`src/pkg/rws_consts.svh`:
```
// timing and address constants for the reset and watchdog sequencer
`ifndef RWS_CONSTS_SVH
`define RWS_CONSTS_SVH
// system clock period in picoseconds (125 MHz)
`define RWS_CLK_PERIOD_PS 8000
// trailing delay in system clock cycles after the power-on period
`define RWS_TRAIL_CYCLES 18
// first instruction address after reset
`define RWS_START_ADDR 16'h000C
// bytes reserved for interrupt vectors
`define RWS_VECTOR_BYTES 12
// number of 16-bit interrupt vectors
`define RWS_VECTOR_COUNT 6
// power-on period in rc oscillator ticks (default)
`define RWS_POR_TICKS 24'h000400
// watchdog timeout in rc oscillator ticks (default)
`define RWS_WDT_TICKS 24'h000200
`endif

```
`src/pkg/rws_pkg.sv`:
```
// types shared by the reset and watchdog sequencer
package rws_pkg;
    // sequencer states, one-hot
    typedef enum logic [2:0] {
        RWS_ST_POR   = 3'b001,
        RWS_ST_TRAIL = 3'b010,
        RWS_ST_RUN   = 3'b100
    } rws_state_t;
    // reasons the one-shot was started
    typedef enum logic [1:0] {
        RWS_SRC_POWER = 2'h0,
        RWS_SRC_STOP  = 2'h1,
        RWS_SRC_WDT   = 2'h2,
        RWS_SRC_HALT  = 2'h3
    } rws_src_t;
endpackage

```
`src/pkg/rws_rc_if.sv`:
```
// carrier between the sequencer and its rc tick synchroniser
`timescale 1ns/100ps
interface rws_rc_if;
    logic tick; // one-cycle pulse per rc oscillator rising edge
    modport src (output tick);
    modport dst (input tick);
endinterface

```
`src/hw/rws_rc_sync.sv`:
```
// synchroniser turning the rc oscillator into a one-cycle tick enable
`timescale 1ns/100ps
module rws_rc_sync (
    // clock and reset
    input wire logic i_clk,
    input wire logic i_srst,
    // raw rc oscillator
    input wire logic i_rc_osc,
    // tick out
    rws_rc_if.src rc
);
    // ==========================================================
    // three-stage synchroniser
    logic [2:0] sync_q; // stage 0 is read only by stage 1
    logic last_q; // last agreed level

    // shift register
    always_ff @(posedge i_clk)
    begin
        if (i_srst)
            sync_q <= 3'h0;
        else
            sync_q <= {sync_q[1:0], i_rc_osc};
    end

    // accepted level updates once stages 1 and 2 agree
    always_ff @(posedge i_clk)
    begin
        if (i_srst)
            last_q <= 1'b0;
        else if (sync_q[1] == sync_q[2])
            last_q <= sync_q[2];
    end

    // rising edge of the agreed level is one tick
    assign rc.tick = (sync_q[1] == sync_q[2]) && sync_q[2] && !last_q;
endmodule // rws_rc_sync

```
`src/hw/rws_seq.sv`:
```
// reset and watchdog sequencer for a small 8-bit core
`timescale 1ns/100ps
`include "rws_consts.svh"
module rws_seq #(
    parameter logic [23:0] POR_TICKS = `RWS_POR_TICKS,
    parameter logic [23:0] WDT_TICKS = `RWS_WDT_TICKS,
    parameter int TRAIL_CYCLES = `RWS_TRAIL_CYCLES
) (
    // clock and reset
    input wire logic i_clk,
    input wire logic i_srst,
    // rc oscillator and supply
    input wire logic i_rc_osc,
    input wire logic i_power_good,
    // core events
    input wire logic i_stop_recover,
    input wire logic i_halt_watchdog_timeout,
    input wire logic i_wdt_instr,
    input wire logic i_halt_mode,
    input wire logic i_stop_mode,
    // configuration option
    input wire logic i_wdt_permanent,
    // core control
    output logic o_core_rst,
    output logic [15:0] o_start_addr,
    output logic o_wdt_running,
    output rws_pkg::rws_src_t o_last_src
);
    import rws_pkg::*;

    // ==========================================================
    // elaboration checks
    if (TRAIL_CYCLES < 1 || TRAIL_CYCLES > 255)
        $error("TRAIL_CYCLES out of range");
    if (POR_TICKS == 24'h0 || WDT_TICKS == 24'h0)
        $error("tick counts must be nonzero");

    localparam logic [7:0] TRAIL_LAST = 8'(TRAIL_CYCLES - 1);
    // first instruction lies just above the vector table
    localparam logic [15:0] START_ADDR = `RWS_START_ADDR;
    if (START_ADDR != 16'(`RWS_VECTOR_BYTES) || `RWS_VECTOR_BYTES != 2 * `RWS_VECTOR_COUNT)
        $error("start address must follow the vector table");

    // ==========================================================
    // rc tick and power-good synchronisation
    rws_rc_if rc_if ();
    rws_rc_sync u_rc_sync (
        .i_clk(i_clk),
        .i_srst(i_srst),
        .i_rc_osc(i_rc_osc),
        .rc(rc_if.src)
    );
    logic rc_tick; // one pulse per rc period
    assign rc_tick = rc_if.tick;

    logic [2:0] pg_sync_q; // power-good synchroniser
    logic pg_q; // agreed power-good level

    // power-good three-stage sync
    always_ff @(posedge i_clk)
    begin
        if (i_srst)
            pg_sync_q <= 3'h0;
        else
            pg_sync_q <= {pg_sync_q[1:0], i_power_good};
    end

    // agreed level changes when stages 1 and 2 match
    always_ff @(posedge i_clk)
    begin
        if (i_srst)
            pg_q <= 1'b0;
        else if (pg_sync_q[1] == pg_sync_q[2])
            pg_q <= pg_sync_q[2];
    end

    logic pg_rise; // bad-to-good transition
    assign pg_rise = (pg_sync_q[1] == pg_sync_q[2]) && pg_sync_q[2] && !pg_q;

    // ==========================================================
    // trigger sources
    logic wdt_timeout; // watchdog terminal count
    logic trigger; // any one-shot start
    assign trigger = pg_rise || i_stop_recover || wdt_timeout || i_halt_watchdog_timeout;

    // ==========================================================
    // sequencer state
    rws_state_t state_q;
    logic [23:0] por_cnt_q; // rc ticks spent in power-on period
    logic [7:0] trail_cnt_q; // system clocks in trailing delay

    // state machine: por -> trail -> run
    always_ff @(posedge i_clk)
    begin
        if (i_srst)
            state_q <= RWS_ST_POR;
        else if (trigger || !pg_q)
            state_q <= RWS_ST_POR; // retrigger restarts one-shot
        else
        begin
            case (state_q)
                RWS_ST_POR:
                    if (rc_tick && por_cnt_q == POR_TICKS - 24'h1)
                        state_q <= RWS_ST_TRAIL;
                RWS_ST_TRAIL:
                    if (trail_cnt_q == TRAIL_LAST)
                        state_q <= RWS_ST_RUN;
                RWS_ST_RUN:
                    state_q <= RWS_ST_RUN;
                default:
                    state_q <= RWS_ST_POR;
            endcase
        end
    end

    // por one-shot counts rc ticks only
    always_ff @(posedge i_clk)
    begin
        if (i_srst || trigger || state_q != RWS_ST_POR)
            por_cnt_q <= 24'h0;
        else if (rc_tick)
            por_cnt_q <= por_cnt_q + 24'h1;
    end

    // trailing delay in system clocks
    always_ff @(posedge i_clk)
    begin
        if (i_srst || state_q != RWS_ST_TRAIL)
            trail_cnt_q <= 8'h0;
        else
            trail_cnt_q <= trail_cnt_q + 8'h1;
    end

    // ==========================================================
    // watchdog
    logic wdt_en_q; // watchdog armed
    logic [23:0] wdt_cnt_q; // rc ticks since last retrigger
    logic running; // core executing
    logic wdt_freeze; // halt/stop pause when not permanent
    assign running = (state_q == RWS_ST_RUN);
    assign wdt_freeze = (i_halt_mode || i_stop_mode) && !i_wdt_permanent;

    // arming: instruction or permanent option on leaving reset
    always_ff @(posedge i_clk)
    begin
        if (i_srst || !running)
            wdt_en_q <= 1'b0;
        else if (i_wdt_instr || i_wdt_permanent)
            wdt_en_q <= 1'b1;
    end

    // retriggerable one-shot clocked by rc ticks
    always_ff @(posedge i_clk)
    begin
        if (i_srst || !running || i_wdt_instr)
            wdt_cnt_q <= 24'h0;
        else if (wdt_en_q && rc_tick && !wdt_freeze)
            wdt_cnt_q <= wdt_cnt_q + 24'h1;
    end

    assign wdt_timeout = running && wdt_en_q && !i_wdt_instr && !wdt_freeze && rc_tick
        && wdt_cnt_q == WDT_TICKS - 24'h1;

    // ==========================================================
    // source capture
    rws_src_t src_q;

    // remember the cause of the latest one-shot start
    always_ff @(posedge i_clk)
    begin
        if (i_srst)
            src_q <= RWS_SRC_POWER;
        else if (wdt_timeout)
            src_q <= RWS_SRC_WDT;
        else if (i_halt_watchdog_timeout)
            src_q <= RWS_SRC_HALT;
        else if (i_stop_recover)
            src_q <= RWS_SRC_STOP;
        else if (pg_rise)
            src_q <= RWS_SRC_POWER;
    end

    // ==========================================================
    // outputs
    logic core_rst_q; // registered core reset

    // core reset held until sequence ends
    always_ff @(posedge i_clk)
    begin
        if (i_srst)
            core_rst_q <= 1'b1;
        else
            core_rst_q <= !(running && !trigger && pg_q);
    end

    assign o_core_rst = core_rst_q;
    assign o_start_addr = START_ADDR;
    assign o_wdt_running = wdt_en_q;
    assign o_last_src = src_q;
endmodule // rws_seq

```
`config.mk`:
```
export PLATFORM = sky130hd
export DESIGN_NAME = rws_seq
export DESIGN_NICKNAME = d
export VERILOG_FILES = /design/src/pkg/rws_pkg.sv /design/src/pkg/rws_rc_if.sv /design/src/hw/rws_rc_sync.sv /design/src/hw/rws_seq.sv
export VERILOG_INCLUDE_DIRS = /design/src /design/src/pkg
export SDC_FILE = /design/constraint.sdc
export NUM_CORES = 1
export LEC_CHECK = 0
export ABC_AREA = 1
export BUFFER_PORTS_ARGS = -buffer_cell sky130_fd_sc_hd__buf_2
export CORE_ASPECT_RATIO = 1.75
export CORE_UTILIZATION = 60
export DETAILED_ROUTE_END_ITERATION = 7
export GPL_TIMING_DRIVEN = 1
export PLACE_DENSITY = 0.8
export SYNTH_ARGS = -nofsm -noshare
export SYNTH_HDL_FRONTEND = slang
export SYNTH_HIERARCHICAL = 1
export SYNTH_SLANG_ARGS = --single-unit
```
`constraint.sdc`:
```
create_clock -name i_clk -period 4.8 [get_ports i_clk]
set_input_delay 0.24 -clock i_clk [delete_from_list [all_inputs] [get_ports i_clk]]
set_output_delay 0.24 -clock i_clk [all_outputs]
set_load 0.02 [all_outputs]
```
Yosys cells after proc, flatten, opt, wreduce, memory -nomap -nowiden --
Cells that the tools add are included.
Storage, ports and cells: memories 0, bits in latches 0, flip-flop bits (word level) 71, bits in read-only memories 0, RAM bits 0, logic and storage cells 73
Operators by class: bitwise gates (word level) 0, equal/unequal tests 12, magnitude comparators 0, div/mod/pow operators 0, multiply operators 0, reductions and logical operators 39, muxes and demuxes 7, add/sub/neg operators 3, shifts and indexed selects 0
Operators with widths (count):
- adder 24 x 1 -> 24 bit, second input constant | 2
- == test 24 x 10 -> 1 bit, second input constant | 1
- == test 24 x 9 -> 1 bit, second input constant | 1
- logical AND 1 bit | 15
- logical OR 1 bit | 11
- case mux 3 bit (3 select lines) | 1
- adder 8 x 1 -> 8 bit, second input constant | 1
- == test 8 x 5 -> 1 bit, second input constant | 1
- logical NOT 1 bit | 8
- two-way mux 2 bit | 4
- two-way mux 3 bit | 2
- != test 2 bit, second input constant | 2
- nonzero test 4 bit | 1
- OR reduction 2 bit | 2
- == test 3 x 1 -> 1 bit, second input constant | 1
- == test 3 x 2 -> 1 bit, second input constant | 1
- == test 3 bit, second input constant | 1
- != test 3 x 1 -> 1 bit, second input constant | 1
- != test 3 x 2 -> 1 bit, second input constant | 1
- nonzero test 3 bit | 1
- == test 1 bit | 2
- AND reduction 2 bit | 1

Logic depth before layout (Yosys ltp) --
word-level depth 12, mapped depth 12, depth with buffers taken out 12

Cells and area by module --
The synthesis kept the hierarchy.
By module, submodules not included:
- rws_seq | cells an instance 534, instances 1, area each 3663.5 sq um
- rws_rc_sync | cells an instance 19, instances 1, area each 147.6 sq um

Worst setup path after synthesis --
OpenSTA, ideal clock, no wires.
path type reg2reg, from reg u_rc_sync.sync_q[1], to reg por_cnt_q[11], path slack 3.229 ns, cell stages (with the launch flop) 12, clock period less this slack 1.571 ns, path buffers 1, data arrival time 1.454 ns, setup time 0.117 ns, cells stage by stage dfxtp_1 > ha_1 > inv_1 > nor2_1 > nand2_2 > inv_2 > nand3_1 > nor2_1 > nand3_2 > nand4_4 > buf_8 > nor2_2
On the way: longest elaborated chain between the ends 9
RTL lines:
- start, declared | RTL line rws_rc_sync.sv:14 | logic [2:0] sync_q;
- start signal, assigned | RTL line rws_rc_sync.sv:23 | sync_q <= {sync_q[1:0], i_rc_osc};
- == test 1 bit * | RTL line rws_rc_sync.sv:36 | assign rc.tick = (sync_q[1] == sync_q[2]) && sync_q[2] && !last_q;
- logical AND 1 bit * (2 in series) | RTL line rws_rc_sync.sv:36
- named net rc_if.tick | RTL line rws_rc_if.sv:4 | logic tick;
- logical AND 1 bit | RTL line rws_seq.sv:161 | assign wdt_timeout = running && wdt_en_q && !i_wdt_instr && !wdt_freeze && rc_tick
- logical AND 1 bit | RTL line rws_seq.sv:162 | && wdt_cnt_q == WDT_TICKS - 24'h1;
- logical OR 1 bit (2 in series) | RTL line rws_seq.sv:84 | assign trigger = pg_rise || i_stop_recover || wdt_timeout || i_halt_watchdog_timeout;
- logical OR 1 bit (2 in series) | RTL line rws_seq.sv:119 | if (i_srst || trigger || state_q != RWS_ST_POR)
- end signal, assigned | RTL line rws_seq.sv:122 | por_cnt_q <= por_cnt_q + 24'h1;
- end, declared | RTL line rws_seq.sv:89 | logic [23:0] por_cnt_q;
The timed path passes the listed nets; every way through them passes the cells marked *. A chain may end at the register's enable or synchronous reset.

Final worst setup path --
from reg u_rc_sync.sync_q[2], to reg por_cnt_q[19]
On the way: longest elaborated chain between the ends 9
RTL lines (RTL line):
- == test 1 bit | rws_rc_sync.sv:36
- logical AND 1 bit * (2 in series) | rws_rc_sync.sv:36
- named net rc_if.tick | rws_rc_if.sv:4
- logical AND 1 bit | rws_seq.sv:161
- logical AND 1 bit | rws_seq.sv:162
- logical OR 1 bit (2 in series) | rws_seq.sv:84
- logical OR 1 bit (2 in series) | rws_seq.sv:119
Marked as above.

==> metrics.txt <==
# clock sinks 71; CTS Hold Bufs 0; Worst Hold Depth 3; Final setup violation count 0; crit-path most repeated cell nor2_1; final slew viol count 0; R2R depth 10; power density over the cells 262 nW/um^2; footprint of the multi-input gates 1970 um^2; final worst slack 2.41 ns; post-synth top area cell dfxtp_1; FF+latch area 1420 um^2; max_slew headroom 0.350; Leak 1.52 nW; post-CTS sizing 0; worst setup path start u_rc_sync/sync_q[2]; largest net degree at the start of global routing 25; Data arrival, critical path 2.62 ns; die width 62.2 um; gr usage total 0.256; Core ar. 6180 um^2; aggregate global routing overflow 0; # diodes 0; Nets 586; routability congestion estimate 0.926; Syn. warnings 6; XOR/XNOR Fraction of Synth Area 0.0368; Fillers 564; dpl hpwl 5980 um; most common cell after layout, fill and taps aside nand2_1; initial antenna violation count 0; Clk Latency, worst-skew pair 0.36 ns; Reg2Reg Launch Point u_rc_sync/sync_q[2]; Placement Cell Area 3860 um^2; Syn Area/Cell 6.89 um^2; routed vias/inst 5.16; Peak supply drop 236 uV; reg2reg end por_cnt_q[19]; Initial Util 0.617; post-synthesis compound-gate area fraction 0.0552; total power draw 0.00106 W; Layout area overhead 5.78%; Cell variety after synth 34; Worst Hold End pg_sync_q[0]; Synth area leaders dfxtp_1 (37%), nand2_1 (11%), nor2_1 (9.1%); synthesized area 3810 um^2; CTS tree built; Crit-path slowest cell nor2_1; CP cell instances ha_1 -> inv_1 -> nor2_1 -> nand2_2 -> inv_2 -> nand3_1 -> nor2_1 -> nand3_2 -> nand4_4 -> nor2_1; worst min-delay path startpoint i_power_good; Post-CTS Setup Bufs 0; reg2reg setup slack 2.41 ns; Setup crit end kind flop; commonest non-fill, non-tap cells in the layout nand2_1 (114), nor2_1 (92), inv_1 (72); number of primary I/O pins 30; vias in the first global route 3229; Final Cycle Share 0.498; clk_skew 0.00922 ns; status completed; Least-Margin Pin Slew 0.971 ns; number of DRC markers in iteration 0 219; Final Cell Area 4030 um^2; Hold Violations, Final 0; final std cells w/o fill 655; # placed instances 639; Critical Path Start Type flop; sequential element share of the synthesized area 0.373; Post-Syn Instances 553; RSZ-0062 raised after global routing no; mux cell area share after synthesis 0.00263; Place WS 2.43 ns; drt total wl 7800 um; largest family of logic cells by synthesized area simple AND/OR/NAND/NOR gates; Clock Tree Root clkbuf_8; TNS Setup 0 ns; Max Fclk 418 MHz; drt wl/cell 11.9 um; Longest Clk Path Bufs 2; DRT antenna net count 0; row count 38; Reg clk slew, reported paths 0.07 ns; crit-path max cell delay 0.72 ns; DRC 0; critical path type flop to flop; max cap viols 0; die height 107 um; Worst Hold Class primary input to flop; required time of the critical path 5.03 ns; First-pass DRT Iterations 4; Final min period 2.39 ns; I/O Buffers 13; Crit Path Max Fanout 24; #FFs+latches synth 71; CTS Buf Count 9; share of the synthesized area in the top cell type 0.373; vias post-DR 3379; first-pass GRT wire length 13300 um; Synth Area in Adders 0.0197; share of cells above drive strength 1 0.132; Simple-Gate Fraction of Synth Area 0.387; full die area 6690 um^2; htree depth 3
==> layout make-up <==
cell class              count  area share
multi-input cells         394       0.489
repair buffers             13      0.0161
flip-flops and latches     71       0.353
inverters                  81      0.0754
clock buffers              16      0.0422
well taps                  80      0.0248
==> synthesized netlist by cell type <==
cell type,n
nand4_4,1
a21oi_4,1
nor3_1,18
xor2_1,10
nand2_2,6
nand2_1,114
buf_8,1
and3_1,2
a21oi_1,17
or2_2,1
nand3_1,29
nor2_2,23
nor2_1,92
nor2_4,6
ha_1,6
inv_1,72
o21ai_1,5
nand4_2,1
inv_2,9
dfxtp_1,71
buf_4,16
mux2i_1,1
buf_6,2
conb_1,2
o21ai_0,11
o21bai_1,1
a31oi_1,1
nand3_2,1
o21a_1,2
buf_2,2
nand4_1,19
or2_1,1
xnor2_1,6
nor3_2,3
==> logic make-up after synthesis <==
family	count (synthesis)
AO/OA/AOI/OAI	38
XOR/XNOR	16
adder cells (fa/ha/maj)	6
buffers and inverters	102
flip-flops	71
multiplexers	1
other	2
AND/OR/NAND/NOR	317
==> routing by layer <==
| metal | vias up | track usage | wire length, um | share of wire |
|---|---|---|---|---|
| met5 | - | 0 | 0 | 0 |
| met4 | 0 | 0.176 | 450 | 0.058 |
| met3 | 45 | 0.0699 | 281 | 0.036 |
| met2 | 84 | 0.476 | 4180 | 0.54 |
| met1 | 1522 | 0.238 | 2890 | 0.37 |
| li1 | 1728 | - | - | - |
==> power breakdown <==
part | switching, W | internal, W
Combinational | 0.0000272 | 0.00000851
Sequential | 0.00000206 | 0.000593
Clock | 0.000208 | 0.000217
Total | 0.000237 | 0.000819
==> flip-flops by register name, summed over array words and instances, names as in the netlist <==
register and flops:
u_rc_sync/sync_q 3, pg_q 1, pg_sync_q 3, trail_cnt_q 8, o_wdt_running 1, por_cnt_q 24, wdt_cnt_q 24, state_q 3
u_rc_sync/last_q 1, o_last_src 2, o_core_rst 1
==> worst max-delay path by stage <==
| stage | to | slack [ns] |
|---|---|---|
| global route | por_cnt_q[19] | 2.11 |
| global placement | por_cnt_q[19] | 2.49 |
| detailed placement | por_cnt_q[21] | 2.43 |
| floorplan | por_cnt_q[11] | 3.23 |
| finish | por_cnt_q[19] | 2.41 |
| CTS | por_cnt_q[19] | 2.43 |
==> metrics by stage <==
| stage | util | hold slack (ns) |
|---|---|---|
| floorplan | - | 0.309 |
| global placement | 0.625 | 0.391 |
| detailed placement | 0.625 | 0.423 |
| CTS | 0.652 | 0.0712 |
| global route | 0.652 | 0.0950 |
| finish | 0.652 | 0.0922 |
==> worst max-delay path: cells and delay by family (launching register included) <==
kind | cells | cell delay (ns)
buf+inv | 2 | 0.14
fa+ha+maj | 1 | 0.14
flops | 1 | 0.34
simple gates | 7 | 1.64
No activity file was read; power rests on OpenSTA's default activity.
